**src/include/dfr_pkg.sv**
```systemverilog
package dfr_pkg;

  // =====================================================================
  // register indices (function data group)
  // =====================================================================
  localparam logic [1:0] IDX_ACCEL_TIME = 2'h0;
  localparam logic [1:0] IDX_DECEL_TIME = 2'h1;
  localparam logic [1:0] IDX_DRIVE_TORQUE_LIMIT = 2'h2;
  localparam logic [1:0] IDX_BRAKE_TORQUE_LIMIT = 2'h3;
  localparam int NUM_PARAMS = 4;
  localparam int DATA_W = 16;

  // =====================================================================
  // ranges, counts of the least step (0.1 s, 0.01 %)
  // =====================================================================
  localparam logic [15:0] TIME_MIN = 16'h0000;
  localparam logic [15:0] TIME_MAX = 16'h8ca0;
  localparam logic [15:0] TORQUE_MIN = 16'h07d0;
  localparam logic [15:0] TORQUE_MAX = 16'h3a98;
  // special torque code, stored as the raw figure; below TORQUE_MIN
  localparam logic [15:0] TORQUE_SPECIAL = 16'h03e7;
  // times from 100.0 s upward keep whole seconds only
  localparam logic [15:0] TRUNC_FROM = 16'h03e8;
  localparam logic [15:0] TRUNC_STEP = 16'h000a;

  localparam logic [15:0] PARAM_MIN [NUM_PARAMS] =
    '{TIME_MIN, TIME_MIN, TORQUE_MIN, TORQUE_MIN};
  localparam logic [15:0] PARAM_MAX [NUM_PARAMS] =
    '{TIME_MAX, TIME_MAX, TORQUE_MAX, TORQUE_MAX};
  localparam logic [NUM_PARAMS-1:0] PARAM_SPECIAL_EN = 4'hc;
  localparam logic [NUM_PARAMS-1:0] PARAM_TRUNC_EN = 4'h3;

  // =====================================================================
  // reset values
  // =====================================================================
  localparam logic [15:0] RST_ACCEL_TIME = 16'h00c8;
  localparam logic [15:0] RST_DECEL_TIME = 16'h00c8;
  localparam logic [15:0] RST_TORQUE = TORQUE_SPECIAL;

  // =====================================================================
  // link input command assignment codes
  // =====================================================================
  localparam int NUM_SLOTS = 9;
  localparam int NUM_LOOPS = 3;
  localparam int CMDS_PER_LOOP = 5;
  localparam int NUM_LOOP_CMDS = NUM_LOOPS * CMDS_PER_LOOP;
  localparam logic [7:0] LOOP_CODE_BASE [NUM_LOOPS] =
    '{8'hc9, 8'hd3, 8'hdd};
  localparam int CMD_ENABLE = 0;
  localparam int CMD_CANCEL = 1;
  localparam int CMD_INVERT = 2;
  localparam int CMD_CLEAR_TERMS = 3;
  localparam int CMD_HOLD_INTEGRAL = 4;

  // =====================================================================
  // carriers
  // =====================================================================
  typedef struct packed {
    logic valid;
    logic write;
    logic [1:0] idx;
    logic [15:0] data;
  } dfr_req_t;

  typedef struct packed {
    logic valid;
    logic err;
    logic [15:0] data;
  } dfr_rsp_t;

endpackage

```
**src/rtl/dfr_cmd_slot.sv**
```systemverilog
`timescale 1ns/1ps
module dfr_cmd_slot (
  input wire logic [7:0] code,
  input wire logic cmd,
  output logic [dfr_pkg::NUM_LOOP_CMDS-1:0] hits
);
  import dfr_pkg::*;

  // =====================================================================
  // one input slot: assigned code against the loop command codes
  // =====================================================================
  always_comb begin
    hits = '0;
    for (int l = 0; l < NUM_LOOPS; l++) begin
      for (int k = 0; k < CMDS_PER_LOOP; k++) begin
        // link commands are active high, no logic-sense inversion
        hits[l*CMDS_PER_LOOP+k] = cmd &&
          (code == LOOP_CODE_BASE[l] + 8'(k));
      end
    end
  end

endmodule

```
**src/rtl/dfr_function_data.sv**
```systemverilog
`timescale 1ns/1ps
// Summary of operation
// - out-of-range host write is dropped and answered with an error
// - acceleration time accepted 0.0 to 3600.0 s in 0.1 s steps
// - deceleration time accepted 0.0 to 3600.0 s in 0.1 s steps
// - driving torque limit 20.00 to 150.00 %, or special 999
// - braking torque limit 20.00 to 150.00 %, or special 999
// - time writes land in the shared first accel/decel parameters
// - torque limit writes land in the shared internal limits
// - keypad changes show on later host reads
// - long times drop their lowest figure before storing
// - link commands are active high whatever the terminal sense
// - codes 201 to 205, 211 to 215 and 221 to 225 decode loop commands, off when unassigned
// - five commands per external loop, loop two at 211 to 215
module dfr_function_data (
  input wire logic sys_clk,
  input wire logic rst_n,
  input wire dfr_pkg::dfr_req_t host_req,
  output dfr_pkg::dfr_rsp_t host_rsp,
  input wire dfr_pkg::dfr_req_t keypad_req,
  output logic keypad_err,
  input wire logic [dfr_pkg::NUM_SLOTS-1:0] link_cmd_word,
  input wire logic [dfr_pkg::NUM_SLOTS-1:0][7:0] slot_code,
  output logic [15:0] accel_time_one_param,
  output logic [15:0] decel_time_one_param,
  output logic [15:0] drive_torque_param,
  output logic [15:0] brake_torque_param,
  output logic ext_loop1_enable,
  output logic ext_loop1_cancel,
  output logic ext_loop1_invert,
  output logic ext_loop1_clear_terms,
  output logic ext_loop1_hold_integral,
  output logic ext_loop2_enable,
  output logic ext_loop2_cancel,
  output logic ext_loop2_invert,
  output logic ext_loop2_clear_terms,
  output logic ext_loop2_hold_integral,
  output logic ext_loop3_enable,
  output logic ext_loop3_cancel,
  output logic ext_loop3_invert,
  output logic ext_loop3_clear_terms,
  output logic ext_loop3_hold_integral
);
  import dfr_pkg::*;

  // =====================================================================
  // reset release
  // =====================================================================
  logic rst_meta_q;
  logic rst_sync_n;

  always_ff @(posedge sys_clk or negedge rst_n) begin
    if (!rst_n) begin
      rst_meta_q <= 1'b0;
      rst_sync_n <= 1'b0;
    end else begin
      rst_meta_q <= 1'b1;
      rst_sync_n <= rst_meta_q;
    end
  end

  // =====================================================================
  // value checks, one for each write path
  // =====================================================================
  logic host_ok;
  logic [15:0] host_stored;
  logic kp_ok;
  logic [15:0] kp_stored;

  dfr_value_check u_host_chk (
    .value(host_req.data),
    .lo(PARAM_MIN[host_req.idx]),
    .hi(PARAM_MAX[host_req.idx]),
    .special_en(PARAM_SPECIAL_EN[host_req.idx]),
    .trunc_en(PARAM_TRUNC_EN[host_req.idx]),
    .ok(host_ok),
    .stored(host_stored)
  );

  dfr_value_check u_kp_chk (
    .value(keypad_req.data),
    .lo(PARAM_MIN[keypad_req.idx]),
    .hi(PARAM_MAX[keypad_req.idx]),
    .special_en(PARAM_SPECIAL_EN[keypad_req.idx]),
    .trunc_en(PARAM_TRUNC_EN[keypad_req.idx]),
    .ok(kp_ok),
    .stored(kp_stored)
  );

  logic host_wr;
  logic kp_wr;

  assign host_wr = host_req.valid && host_req.write && host_ok;
  assign kp_wr = keypad_req.valid && keypad_req.write && kp_ok;

  // =====================================================================
  // shared parameter storage
  // =====================================================================
  logic [15:0] param_q [NUM_PARAMS];

  // one location per parameter, so both paths see the same value;
  // on a same-cycle clash the keypad write lands last and wins
  always_ff @(posedge sys_clk or negedge rst_sync_n) begin
    if (!rst_sync_n) begin
      param_q[IDX_ACCEL_TIME] <= RST_ACCEL_TIME;
      param_q[IDX_DECEL_TIME] <= RST_DECEL_TIME;
      param_q[IDX_DRIVE_TORQUE_LIMIT] <= RST_TORQUE;
      param_q[IDX_BRAKE_TORQUE_LIMIT] <= RST_TORQUE;
    end else begin
      if (host_wr) begin
        param_q[host_req.idx] <= host_stored;
      end
      if (kp_wr) begin
        param_q[keypad_req.idx] <= kp_stored;
      end
    end
  end

  assign accel_time_one_param = param_q[IDX_ACCEL_TIME];
  assign decel_time_one_param = param_q[IDX_DECEL_TIME];
  assign drive_torque_param = param_q[IDX_DRIVE_TORQUE_LIMIT];
  assign brake_torque_param = param_q[IDX_BRAKE_TORQUE_LIMIT];

  // =====================================================================
  // host answer, one cycle after each request
  // =====================================================================
  always_ff @(posedge sys_clk or negedge rst_sync_n) begin
    if (!rst_sync_n) begin
      host_rsp <= '0;
    end else begin
      host_rsp.valid <= host_req.valid;
      host_rsp.err <= host_req.valid && host_req.write && !host_ok;
      if (!host_req.valid) begin
        host_rsp.data <= 16'h0000;
      end else if (host_req.write) begin
        host_rsp.data <= host_ok ? host_stored : param_q[host_req.idx];
      end else begin
        host_rsp.data <= param_q[host_req.idx];
      end
    end
  end

  always_ff @(posedge sys_clk or negedge rst_sync_n) begin
    if (!rst_sync_n) begin
      keypad_err <= 1'b0;
    end else begin
      keypad_err <= keypad_req.valid && keypad_req.write && !kp_ok;
    end
  end

  // =====================================================================
  // link command decode
  // =====================================================================
  logic [NUM_SLOTS-1:0][NUM_LOOP_CMDS-1:0] slot_hits;
  logic [NUM_LOOP_CMDS-1:0] loop_cmd_d;
  logic [NUM_LOOP_CMDS-1:0] loop_cmd_q;

  for (genvar s = 0; s < NUM_SLOTS; s++) begin : g_slot
    dfr_cmd_slot u_slot (
      .code(slot_code[s]),
      .cmd(link_cmd_word[s]),
      .hits(slot_hits[s])
    );
  end

  always_comb begin
    loop_cmd_d = '0;
    for (int s = 0; s < NUM_SLOTS; s++) begin
      loop_cmd_d = loop_cmd_d | slot_hits[s];
    end
  end

  always_ff @(posedge sys_clk or negedge rst_sync_n) begin
    if (!rst_sync_n) begin
      loop_cmd_q <= '0;
    end else begin
      loop_cmd_q <= loop_cmd_d;
    end
  end

  assign ext_loop1_enable = loop_cmd_q[0*CMDS_PER_LOOP+CMD_ENABLE];
  assign ext_loop1_cancel = loop_cmd_q[0*CMDS_PER_LOOP+CMD_CANCEL];
  assign ext_loop1_invert = loop_cmd_q[0*CMDS_PER_LOOP+CMD_INVERT];
  assign ext_loop1_clear_terms = loop_cmd_q[0*CMDS_PER_LOOP+CMD_CLEAR_TERMS];
  assign ext_loop1_hold_integral =
    loop_cmd_q[0*CMDS_PER_LOOP+CMD_HOLD_INTEGRAL];
  assign ext_loop2_enable = loop_cmd_q[1*CMDS_PER_LOOP+CMD_ENABLE];
  assign ext_loop2_cancel = loop_cmd_q[1*CMDS_PER_LOOP+CMD_CANCEL];
  assign ext_loop2_invert = loop_cmd_q[1*CMDS_PER_LOOP+CMD_INVERT];
  assign ext_loop2_clear_terms = loop_cmd_q[1*CMDS_PER_LOOP+CMD_CLEAR_TERMS];
  assign ext_loop2_hold_integral =
    loop_cmd_q[1*CMDS_PER_LOOP+CMD_HOLD_INTEGRAL];
  assign ext_loop3_enable = loop_cmd_q[2*CMDS_PER_LOOP+CMD_ENABLE];
  assign ext_loop3_cancel = loop_cmd_q[2*CMDS_PER_LOOP+CMD_CANCEL];
  assign ext_loop3_invert = loop_cmd_q[2*CMDS_PER_LOOP+CMD_INVERT];
  assign ext_loop3_clear_terms = loop_cmd_q[2*CMDS_PER_LOOP+CMD_CLEAR_TERMS];
  assign ext_loop3_hold_integral =
    loop_cmd_q[2*CMDS_PER_LOOP+CMD_HOLD_INTEGRAL];

  // =====================================================================
  // checks
  // =====================================================================
  // helper for the checks: no slot holds any code from 201 to 225, gaps included
  logic codes_idle;

  always_comb begin
    codes_idle = 1'b1;
    for (int s = 0; s < NUM_SLOTS; s++) begin
      if (slot_code[s] >= LOOP_CODE_BASE[0] &&
          slot_code[s] <= LOOP_CODE_BASE[NUM_LOOPS-1] + 8'h04) begin
        codes_idle = 1'b0;
      end
    end
  end

  property p_reject_bad;
    @(posedge sys_clk) disable iff (!rst_sync_n)
    (host_req.valid && host_req.write && !host_ok && !kp_wr)
      |=> host_rsp.err &&
          param_q[$past(host_req.idx)] == $past(param_q[host_req.idx]);
  endproperty
  a_reject_bad: assert property (p_reject_bad)
    else $error("bad host write was stored or not flagged");

  property p_time_range;
    @(posedge sys_clk) disable iff (!rst_sync_n)
    (host_req.valid && host_req.write && !host_req.idx[1])
      |-> host_ok == (host_req.data <= 16'h8ca0);
  endproperty
  a_time_range: assert property (p_time_range)
    else $error("time range check wrong");

  property p_torque_range;
    @(posedge sys_clk) disable iff (!rst_sync_n)
    (host_req.valid && host_req.write && host_req.idx[1])
      |-> host_ok == ((host_req.data >= 16'h07d0 &&
                       host_req.data <= 16'h3a98) ||
                      host_req.data == 16'h03e7);
  endproperty
  a_torque_range: assert property (p_torque_range)
    else $error("torque range check wrong");

  property p_write_lands;
    @(posedge sys_clk) disable iff (!rst_sync_n)
    (host_wr && !(kp_wr && keypad_req.idx == host_req.idx))
      |=> param_q[$past(host_req.idx)] == $past(host_stored);
  endproperty
  a_write_lands: assert property (p_write_lands)
    else $error("accepted host write did not update parameter");

  property p_keypad_seen;
    @(posedge sys_clk) disable iff (!rst_sync_n)
    (kp_wr ##1 (!host_wr && !kp_wr) ##1
     (host_req.valid && !host_req.write &&
      host_req.idx == $past(keypad_req.idx, 2)))
      |=> host_rsp.data == $past(kp_stored, 3);
  endproperty
  a_keypad_seen: assert property (p_keypad_seen)
    else $error("keypad change not returned on host read");

  property p_truncate;
    @(posedge sys_clk) disable iff (!rst_sync_n)
    (host_req.valid && host_req.write && !host_req.idx[1] && host_ok &&
     host_req.data >= 16'h03e8)
      |-> (host_stored % 16'h000a) == 16'h0000 &&
          host_req.data - host_stored < 16'h000a;
  endproperty
  a_truncate: assert property (p_truncate)
    else $error("long time not cut to whole seconds");

  property p_loop2_enable;
    @(posedge sys_clk) disable iff (!rst_sync_n)
    (link_cmd_word[0] && slot_code[0] == 8'hd3) |=> ext_loop2_enable;
  endproperty
  a_loop2_enable: assert property (p_loop2_enable)
    else $error("loop two enable not decoded from its code");

  property p_unassigned_off;
    @(posedge sys_clk) disable iff (!rst_sync_n)
    codes_idle |=> loop_cmd_q == '0 && !ext_loop3_hold_integral;
  endproperty
  a_unassigned_off: assert property (p_unassigned_off)
    else $error("loop command active without an assigned input");

  // a low command bit must never act, whatever code its slot holds
  property p_link_low;
    @(posedge sys_clk) disable iff (!rst_sync_n)
    (link_cmd_word == '0) |=> loop_cmd_q == '0;
  endproperty
  a_link_low: assert property (p_link_low)
    else $error("loop command active with all command bits low");

  property p_answer_once;
    @(posedge sys_clk) disable iff (!rst_sync_n)
    host_req.valid |=> host_rsp.valid && host_rsp.data <= TIME_MAX;
  endproperty
  a_answer_once: assert property (p_answer_once)
    else $error("host request not answered next cycle");

  property p_kp_reject;
    @(posedge sys_clk) disable iff (!rst_sync_n)
    (keypad_req.valid && keypad_req.write && !kp_ok && !host_wr)
      |=> keypad_err &&
          param_q[$past(keypad_req.idx)] == $past(param_q[keypad_req.idx]);
  endproperty
  a_kp_reject: assert property (p_kp_reject)
    else $error("bad keypad write was stored or not flagged");

  // an answer without a request would look like a fresh error to the host
  property p_rsp_idle;
    @(posedge sys_clk) disable iff (!rst_sync_n)
    !host_req.valid |=> !host_rsp.valid && !host_rsp.err &&
      host_rsp.data == 16'h0000;
  endproperty
  a_rsp_idle: assert property (p_rsp_idle)
    else $error("host answer seen without a request");

endmodule

```
**src/rtl/dfr_value_check.sv**
```systemverilog
`timescale 1ns/1ps
module dfr_value_check (
  input wire logic [15:0] value,
  input wire logic [15:0] lo,
  input wire logic [15:0] hi,
  input wire logic special_en,
  input wire logic trunc_en,
  output logic ok,
  output logic [15:0] stored
);
  import dfr_pkg::*;

  // =====================================================================
  // range check and truncation
  // =====================================================================
  logic [15:0] rem;

  always_comb begin
    rem = value % TRUNC_STEP;
    ok = ((value >= lo) && (value <= hi)) ||
         (special_en && (value == TORQUE_SPECIAL));
    // constant modulus, so this folds into a small lookup-free divider
    if (trunc_en && (value >= TRUNC_FROM)) begin
      stored = value - rem;
    end else begin
      stored = value;
    end
  end

endmodule

```
**config.mk**
```make
export PLATFORM = sky130hd
export DESIGN_NAME = dfr_function_data
export DESIGN_NICKNAME = d
export VERILOG_FILES = /design/src/include/dfr_pkg.sv /design/src/rtl/dfr_cmd_slot.sv /design/src/rtl/dfr_function_data.sv /design/src/rtl/dfr_value_check.sv
export SDC_FILE = /design/constraint.sdc
export NUM_CORES = 1
export LEC_CHECK = 0
export BUFFER_PORTS_ARGS = -buffer_cell sky130_fd_sc_hd__buf_2
export CORE_MARGIN = 2
export CORE_UTILIZATION = 52
export CTS_CLUSTER_SIZE = 25
export DETAILED_ROUTE_END_ITERATION = 12
export PLACE_DENSITY_LB_ADDON = 0.2
export SYNTH_ARGS = -nofsm -noshare
export SYNTH_HDL_FRONTEND = slang
export SYNTH_SLANG_ARGS = --single-unit
export TNS_END_PERCENT = 100
```
**constraint.sdc**
```tcl
create_clock -name sys_clk -period 3.1 [get_ports sys_clk]
set_input_delay 0.155 -clock sys_clk [delete_from_list [all_inputs] [get_ports sys_clk]]
set_output_delay 0.155 -clock sys_clk [all_outputs]
set_load 0.01 [all_outputs]
```
==> Word level (Yosys, flattened, before mapping) <==
Index checks and enable logic that the tools add are counted.
{ "totals": {"ff_bits": 100, "in_bits": 123, "out_inout_bits": 98, "elab_cells": 363} }
{ "classes": {"addsub": 2, "div_mod_pow": 2, "magnitude_cmp": 12, "n_eq_ne": 137, "mux": 36, "bitwise_logic": 10, "n_reduce_logical": 153} }
{ "ops": {"columns": ["cell", "count"], "rows": [
  ["8-bit equality test, second input constant", 135],
  ["16-bit 2-to-1 mux", 17],
  ["16-bit binary-select mux with 2-bit select", 5],
  ["1-bit logical AND", 149],
  ["64-bit bitwise mux", 2],
  ["64-bit 2-to-1 mux", 2],
  ["15-bit bitwise OR", 8],
  ["16-bit demux with 2-bit select", 2],
  ["16-bit by 10-bit equality test with 1-bit output, second input constant", 2],
  ["16-bit by 10-bit >= comparator with 1-bit output, second input constant", 2],
  ["16-bit >= comparator", 2],
  ["16-bit less-or-equal comparator", 2],
  ["16-bit by 4-bit remainder unit with 16-bit output, second input constant", 2],
  ["16-bit subtractor", 2],
  ["1-bit binary-select mux with 2-bit select", 4],
  ["3-bit >= comparator, second input constant", 2],
  ["2-bit by 3-bit less-than comparator with 1-bit output, second input constant", 2],
  ["3-bit by 1-bit less-than comparator with 1-bit output, second input constant", 2],
  ["2-bit inverter with 3-bit output", 2],
  ["1-bit 2-to-1 mux", 4],
  ["1-bit logical NOT", 2],
  ["1-bit logical OR", 2]
]} }

==> Longest topological paths before layout <==
{ "logic_depth": {"word_depth": 11, "mapped_depth": 40, "depth_no_buf": 36} }

==> Hierarchy <==
From an unflattened synthesis, not the netlist that was laid out.
{ "unflattened": {"cells_unflattened": 1752, "hier_area_um2": 13849.5} }
{ "modules_own_cells": {"columns": ["module", "n_inst", "cells_per_inst", "area_each_um2", "seq_area_each_um2"], "rows": [
  ["dfr_value_check", 2, 502, 3459.6, 0.0],
  ["dfr_function_data", 1, 523, 5342.6, 2529.9],
  ["dfr_cmd_slot", 9, 25, 176.4, 0.0]
]} }

==> Least setup slack after synthesis <==
Ideal clock, no wire load.
{ "synth_path": {"kind": "input port to flip-flop", "from": "input port host_req[15] (netlist name)", "to": "register param_q, in the netlist accel_time_one_param[15]", "setup_time_ps": 80, "arrival_time_ps": 6960, "t_required_ps": 3020, "path_slack_ps": -3940, "stages": 38, "path_buffers": 4, "path_cell_list": "buf_4 nand2b_2 a21oi_1 o211ai_1 a2111oi_4 o31a_1 and3_1 buf_2 mux2_1 and4_1 and2_1 buf_2 nor2_2 mux2_2 a21oi_1 o21ba_4 buf_6 mux2i_1 [... 2 more ...] ha_1 xor2_1 o21ai_0 a21oi_1 o21ai_0 a21boi_0 o21ai_0 a21oi_1 o21ai_0 a21oi_1 o21ai_0 a21boi_0 nor3_1 o21bai_1 a211oi_1 xor2_1 mux2i_1 mux2i_1"} }
{ "synth_between": {"elab_chain_len": 7, "elab_cells_between_ends": 16, "cone_classes": "add/sub (1); div (1); order compare (3); eq/ne (1); mux (5); reduce/logical (5)"} }
{ "synth_rtl": {"columns": ["element", "line", "text"], "rows": [
  ["from (decl)", "dfr_function_data.sv:18", "input wire dfr_pkg::dfr_req_t host_req,"],
  ["16-bit by 4-bit remainder unit with 16-bit output (tied with other cells)", "dfr_value_check.sv:19", "rem = value % TRUNC_STEP;"],
  ["16-bit subtractor (tied with other cells)", "dfr_value_check.sv:24", "stored = value - rem;"],
  ["16-bit 2-to-1 mux / 1-bit logical OR (equally long branches)", "dfr_value_check.sv:23, dfr_value_check.sv:20", null],
  ["64-bit bitwise mux / 1-bit logical AND (equally long branches)", "dfr_function_data.sv:111, dfr_function_data.sv:93", null],
  ["64-bit 2-to-1 mux (*)", "dfr_function_data.sv:110", "if (host_wr) begin"],
  ["64-bit bitwise mux", "dfr_function_data.sv:114", "param_q[keypad_req.idx] <= kp_stored;"],
  ["64-bit 2-to-1 mux (*)", "dfr_function_data.sv:113", "if (kp_wr) begin"],
  ["to (signal, indexed assignment)", "dfr_function_data.sv:111", "param_q[host_req.idx] <= host_stored;"],
  ["to (signal, indexed assignment)", "dfr_function_data.sv:114", null],
  ["to (decl)", "dfr_function_data.sv:99", "logic [15:0] param_q [NUM_PARAMS];"]
]} }
Mark *: on every way between the ends. The rest lies on a longest branch, timed or not.

==> Worst setup path after layout <==
{ "layout_path": {"from": "input port keypad_req[10] (netlist name)", "to": "register param_q, in the netlist accel_time_one_param[14]"} }
{ "layout_between": {"elab_chain_len": 5, "elab_cells_between_ends": 14, "cone_classes": "add/sub (1); div (1); order compare (3); eq/ne (1); mux (3); reduce/logical (5)"} }
{ "layout_rtl": {"columns": ["element", "line", "text"], "rows": [
  ["from (decl)", "dfr_function_data.sv:20", "input wire dfr_pkg::dfr_req_t keypad_req,"],
  ["16-bit by 4-bit remainder unit with 16-bit output (tied with other cells)", "dfr_value_check.sv:19", null],
  ["16-bit subtractor (tied with other cells)", "dfr_value_check.sv:24", null],
  ["16-bit 2-to-1 mux / 1-bit logical OR (equally long branches)", "dfr_value_check.sv:23, dfr_value_check.sv:20", null],
  ["64-bit bitwise mux / 1-bit logical AND (equally long branches)", "dfr_function_data.sv:114, dfr_function_data.sv:94", null],
  ["64-bit 2-to-1 mux (*)", "dfr_function_data.sv:113", null]
]} }
Marks and branches as above.

==> impl_metrics.ini <==
[clock_network]
cts_inserted_buffers = 9
cts_tree = built
clkTransAtPathRegs_ns = 0.08
cts_root_buffer = clkbuf_16
clock_latency_ns = 0.37
cts_sinks = 100
clk_path_buf_depth = 2
htree_levels = 3

[logic_synthesis]
synth_flop_cell = dfrtp_1
synth_fa_ha_area_share_pct = 6.35
synth-seq-cells = 100
synth_top_family_by_area = simple AND/OR/NAND/NOR gates
netlist_area_mm2 = 0.0114
synth_xor_area_share_pct = 1.83
synthSimpleGateAreaFrac_pct = 30.1
yosysSeqAreaShare_pct = 22.1
syn_area_per_cell_um2 = 7.64
synth_edf_count = 0
synth_cells = 1496
synth.distinct_cells = 110
synthMuxAreaShare_pct = 7.02
async_flop_share_pct = 100
synth-compound-area-share_pct = 27.2
yosys_warnings = 0

[timing]
drv_slew = 0
setup_slack_ns = -3.63
max_freq_ghz = 0.149
fin_skew_ns = 0.0122
finalHoldViolations = 0
rsz0062_at_grt = true
fin_crit_sh_pct = 217
worstMarginPinSlew_ns = 0.846
slew-limit-headroom_pct = 43.6
hold_slack_ns = 0.0402
layout_min_cycle_time_ns = 6.73
finalSetupViolCount = 76

[setup_path]
crit_path_start = keypad_req[10]
crit_path_start_kind = input port
r2r_start = brake_torque_param[13]$_DFF_PN0_
crit_slowest_cell = or4b_4
cp_slowest_stage_delay_ns = 0.55
worstPathRequired_ns = 3.33
worst_setup_path_end_kind = flip-flop
crit_arrival_ns = 6.96
critPathKind = in -> reg
critPathMaxFanout = 12
cpMostUsedCell = a21o_1

[routing]
drt-vias-per-instance = 6.56
vias = 15200
dr.pass1.iters = 6
route.detailed.drc = 0
drt-wirelength-per-cell_um = 20.9
dr.first_iter.drc_count = 1670
detail-route-antenna-nets = 0
wirelength_um = 48700

[global_routing]
grt_start_max_net_pins = 64
grt_pass1_wl_um = 73200
antenna_found_initial = 1
grt_pass1_vias = 14400
overflow = 0
grt_usage_pct = 37.9

[floorplan]
die_area_mm2 = 0.0232
row_count = 54
die_h_um = 152
core_area_mm2 = 0.0217
die_x_um = 152
ioPinCount = 221
start_util_pct = 52.7

[power]
pwr-share-comb_pct = 63.0
p_leak_nw = 7.68
p_per_area_mw_per_mm2 = 507
p_sw_share_pct = 42.5
clockPowerShare_pct = 13.4
p_sw_mw = 3.79
pwr-share-seq_pct = 23.7
ir_drop_uv = 384
p_int_mw = 5.11

[status]
outcome = finished, violations left
violations = negative setup slack

[finish]
syn_to_final_growth_pct = 53.6
layout.nets = 2219
n_antenna_cell = 0
stdcell_count = 2323
drive_above_1_share_pct = 45.7

[placed_design]
finalWeightedCongestion = 0.997
io_buffers = 220
dp_cells = 2213
dpl.hpwl_um = 31500

[worst_hold_path]
hold_path_class = in -> reg
min-delay-start = host_req[18]

[flow_run]
maxCapViolations = 0
==> what timing repair did <==
action / in CTS / in global routing
gates resized for setup: 210 / 100
cloned: 2 / 0
endpoints found under the hold margin: 3 / 0
hold buffers: 2 / 0
setup buffers: 85 / 26
endpoints found under the setup margin: 77 / 80
pin swaps: 100 / 68
==> worst paths after layout <==
| path | to | slack [ns] | cells past startpoint |
|---|---|---|---|
| worst max-delay path | accel_time_one_param[14]$_DFF_PN0_ | -3.63 | 39 |
| worst min-delay path | host_rsp[16]$_DFF_PN0_ | 0.04 | 3 |
| worst max register to register | host_rsp[13]$_DFF_PN0_ | 1.73 | 3 |
| worst min register to register | loop_cmd_q[4]$_DFF_PN0_ | 0.31 | 0 |
| max in group asynchronous | drive_torque_param[1]$_DFF_PN1_ | 2.02 | 1 |
| min in group asynchronous | rst_sync_n$_DFF_PN0_ | 0.11 | 2 |
==> cells by family (layout without fill, tap and decap cells) <==
| logic type | Yosys count | count (layout) |
|---|---|---|
| other | 1 | 18 |
| DFF | 100 | 100 |
| buffers and inverters | 143 | 671 |
| muxes | 59 | 59 |
| and+or+nand+nor | 666 | 667 |
| AOI/OAI and AO/OA | 446 | 447 |
| adders and majority gates | 58 | 58 |
| xor gates and xnor gates | 23 | 23 |
==> cell usage after synthesis, types with 7 or more instances <==
| master | instances | area share (%) |
|---|---|---|
| xnor2_1 | 13 | 1.0 |
| ha_1 | 58 | 6.4 |
| a31oi_1 | 17 | 0.93 |
| inv_1 | 45 | 1.5 |
| nand3_1 | 65 | 2.8 |
| a211o_1 | 8 | 0.61 |
| a21o_1 | 11 | 0.72 |
| and3_1 | 21 | 1.2 |
| nand2b_1 | 18 | 0.99 |
| mux2i_1 | 37 | 3.2 |
| buf_2 | 17 | 0.74 |
| nand2_1 | 162 | 5.3 |
| xor2_1 | 9 | 0.69 |
| and2_1 | 12 | 0.66 |
| o2111ai_1 | 9 | 0.69 |
| nor4b_1 | 11 | 0.84 |
| o22ai_1 | 41 | 2.2 |
| nand3b_1 | 31 | 2.0 |
| o21ai_1 | 7 | 0.31 |
| a211oi_1 | 9 | 0.59 |
| nor4_1 | 12 | 0.66 |
| or3_1 | 13 | 0.71 |
| nor2b_1 | 26 | 1.4 |
| dfstp_2 | 22 | 5.1 |
| nor3_1 | 58 | 2.5 |
| o211ai_1 | 42 | 2.8 |
| a21boi_0 | 12 | 0.79 |
| dfrtp_1 | 78 | 17 |
| clkbuf_1 | 62 | 2.0 |
| o21ai_0 | 95 | 4.2 |
| nor2_1 | 157 | 5.2 |
| mux4_2 | 16 | 3.2 |
| nor3b_1 | 12 | 0.79 |
| nand4_1 | 21 | 1.2 |
| a21oi_1 | 88 | 3.9 |
| o31a_1 | 8 | 0.61 |
==> power groups by stage <==
stage | clock, mW | sequential [mW] | combinational (mW)
finish | 1.19 | 2.11 | 5.61
global route | 1.25 | 2.13 | 5.94
CTS | 1.18 | 2.07 | 4.93
detailed placement | 0 | 2.08 | 4.18
global placement | 0 | 2.08 | 4.07
floorplan | 0 | 2.18 | 2.34
==> critical path, delay by kind of cell <==
kind / cells / cell delay, ns
buffers and inverters: 5 / 0.68
adder cells (fa/ha/maj): 2 / 0.41
XOR/XNOR: 3 / 0.39
multiplexers: 3 / 0.73
AO/OA/AOI/OAI: 19 / 3.18
AND/OR/NAND/NOR: 7 / 1.40
==> flip-flops by register name, summed over array words and instances (netlist names) <==
| signal | count |
|---|---|
| host_rsp | 18 |
| rst_sync_n | 1 |
| keypad_err | 1 |
| loop_cmd_q | 15 |
| decel_time_one_param | 16 |
| accel_time_one_param | 16 |
| drive_torque_param | 16 |
| rst_meta_q | 1 |
| brake_torque_param | 16 |
==> layout make-up <==
type                            count  area [um2]
Clock buffer                        9         225
Clock inverter                      7        83.8
Fill cell                        1292        4150
Inverter                           51         198
Multi-Input combinational cell   1272        9790
Sequential cell                   100        2530
Tap cell                          280         350
Timing Repair Buffer              604        4360
==> layout by cell type, fill, tap and decap left out, types with 21 or more instances in the layout <==
| cell | netlist | layout |
|---|---|---|
| nand3_1 | 65 | 59 |
| o21ai_0 | 95 | 27 |
| o21ai_1 | 7 | 45 |
| o211ai_1 | 42 | 42 |
| mux2i_1 | 37 | 30 |
| nand4_1 | 21 | 21 |
| buf_4 | 1 | 322 |
| nand3b_1 | 31 | 31 |
| buf_2 | 17 | 212 |
| ha_1 | 58 | 53 |
| a21oi_1 | 88 | 46 |
| dfrtp_1 | 78 | 77 |
| a21oi_2 | 0 | 36 |
| dfstp_2 | 22 | 22 |
| inv_1 | 45 | 41 |
| buf_6 | 6 | 54 |
| o21ai_2 | 0 | 28 |
| nor3_1 | 58 | 42 |
| o22ai_1 | 41 | 36 |
| nand2_1 | 162 | 153 |
| nor2_1 | 157 | 135 |
==> metrics by stage <==
step / cell area [um2] / setup TNS, ns / total power [mW] / util (%) / worst slack (ns)
6_report: 17500 / -216.02 / 8.90 / 80.9 / -3.63
5_1_grt: 17500 / -237.06 / 9.32 / 80.9 / -4.03
4_1_cts: 16900 / -192.45 / 8.18 / 77.8 / -3.30
3_5_place_dp: 15100 / -242.62 / 6.26 / 69.8 / -4.03
3_3_place_gp: 15100 / -230.09 / 6.15 / 69.8 / -3.82
2_1_floorplan: 11800 / -194.90 / 4.52 / - / -3.54
==> layer usage <==
layer / vias up / global-route usage (%) / share of wire, %
li1: 6720 / - / -
met1: 7222 / 47.9 / 37
met2: 1055 / 63.2 / 47
met3: 248 / 6.26 / 9.5
met4: 2 / 18.9 / 5.7
met5: - / 0 / 0.029
Power figures use the tool's default switching activity.
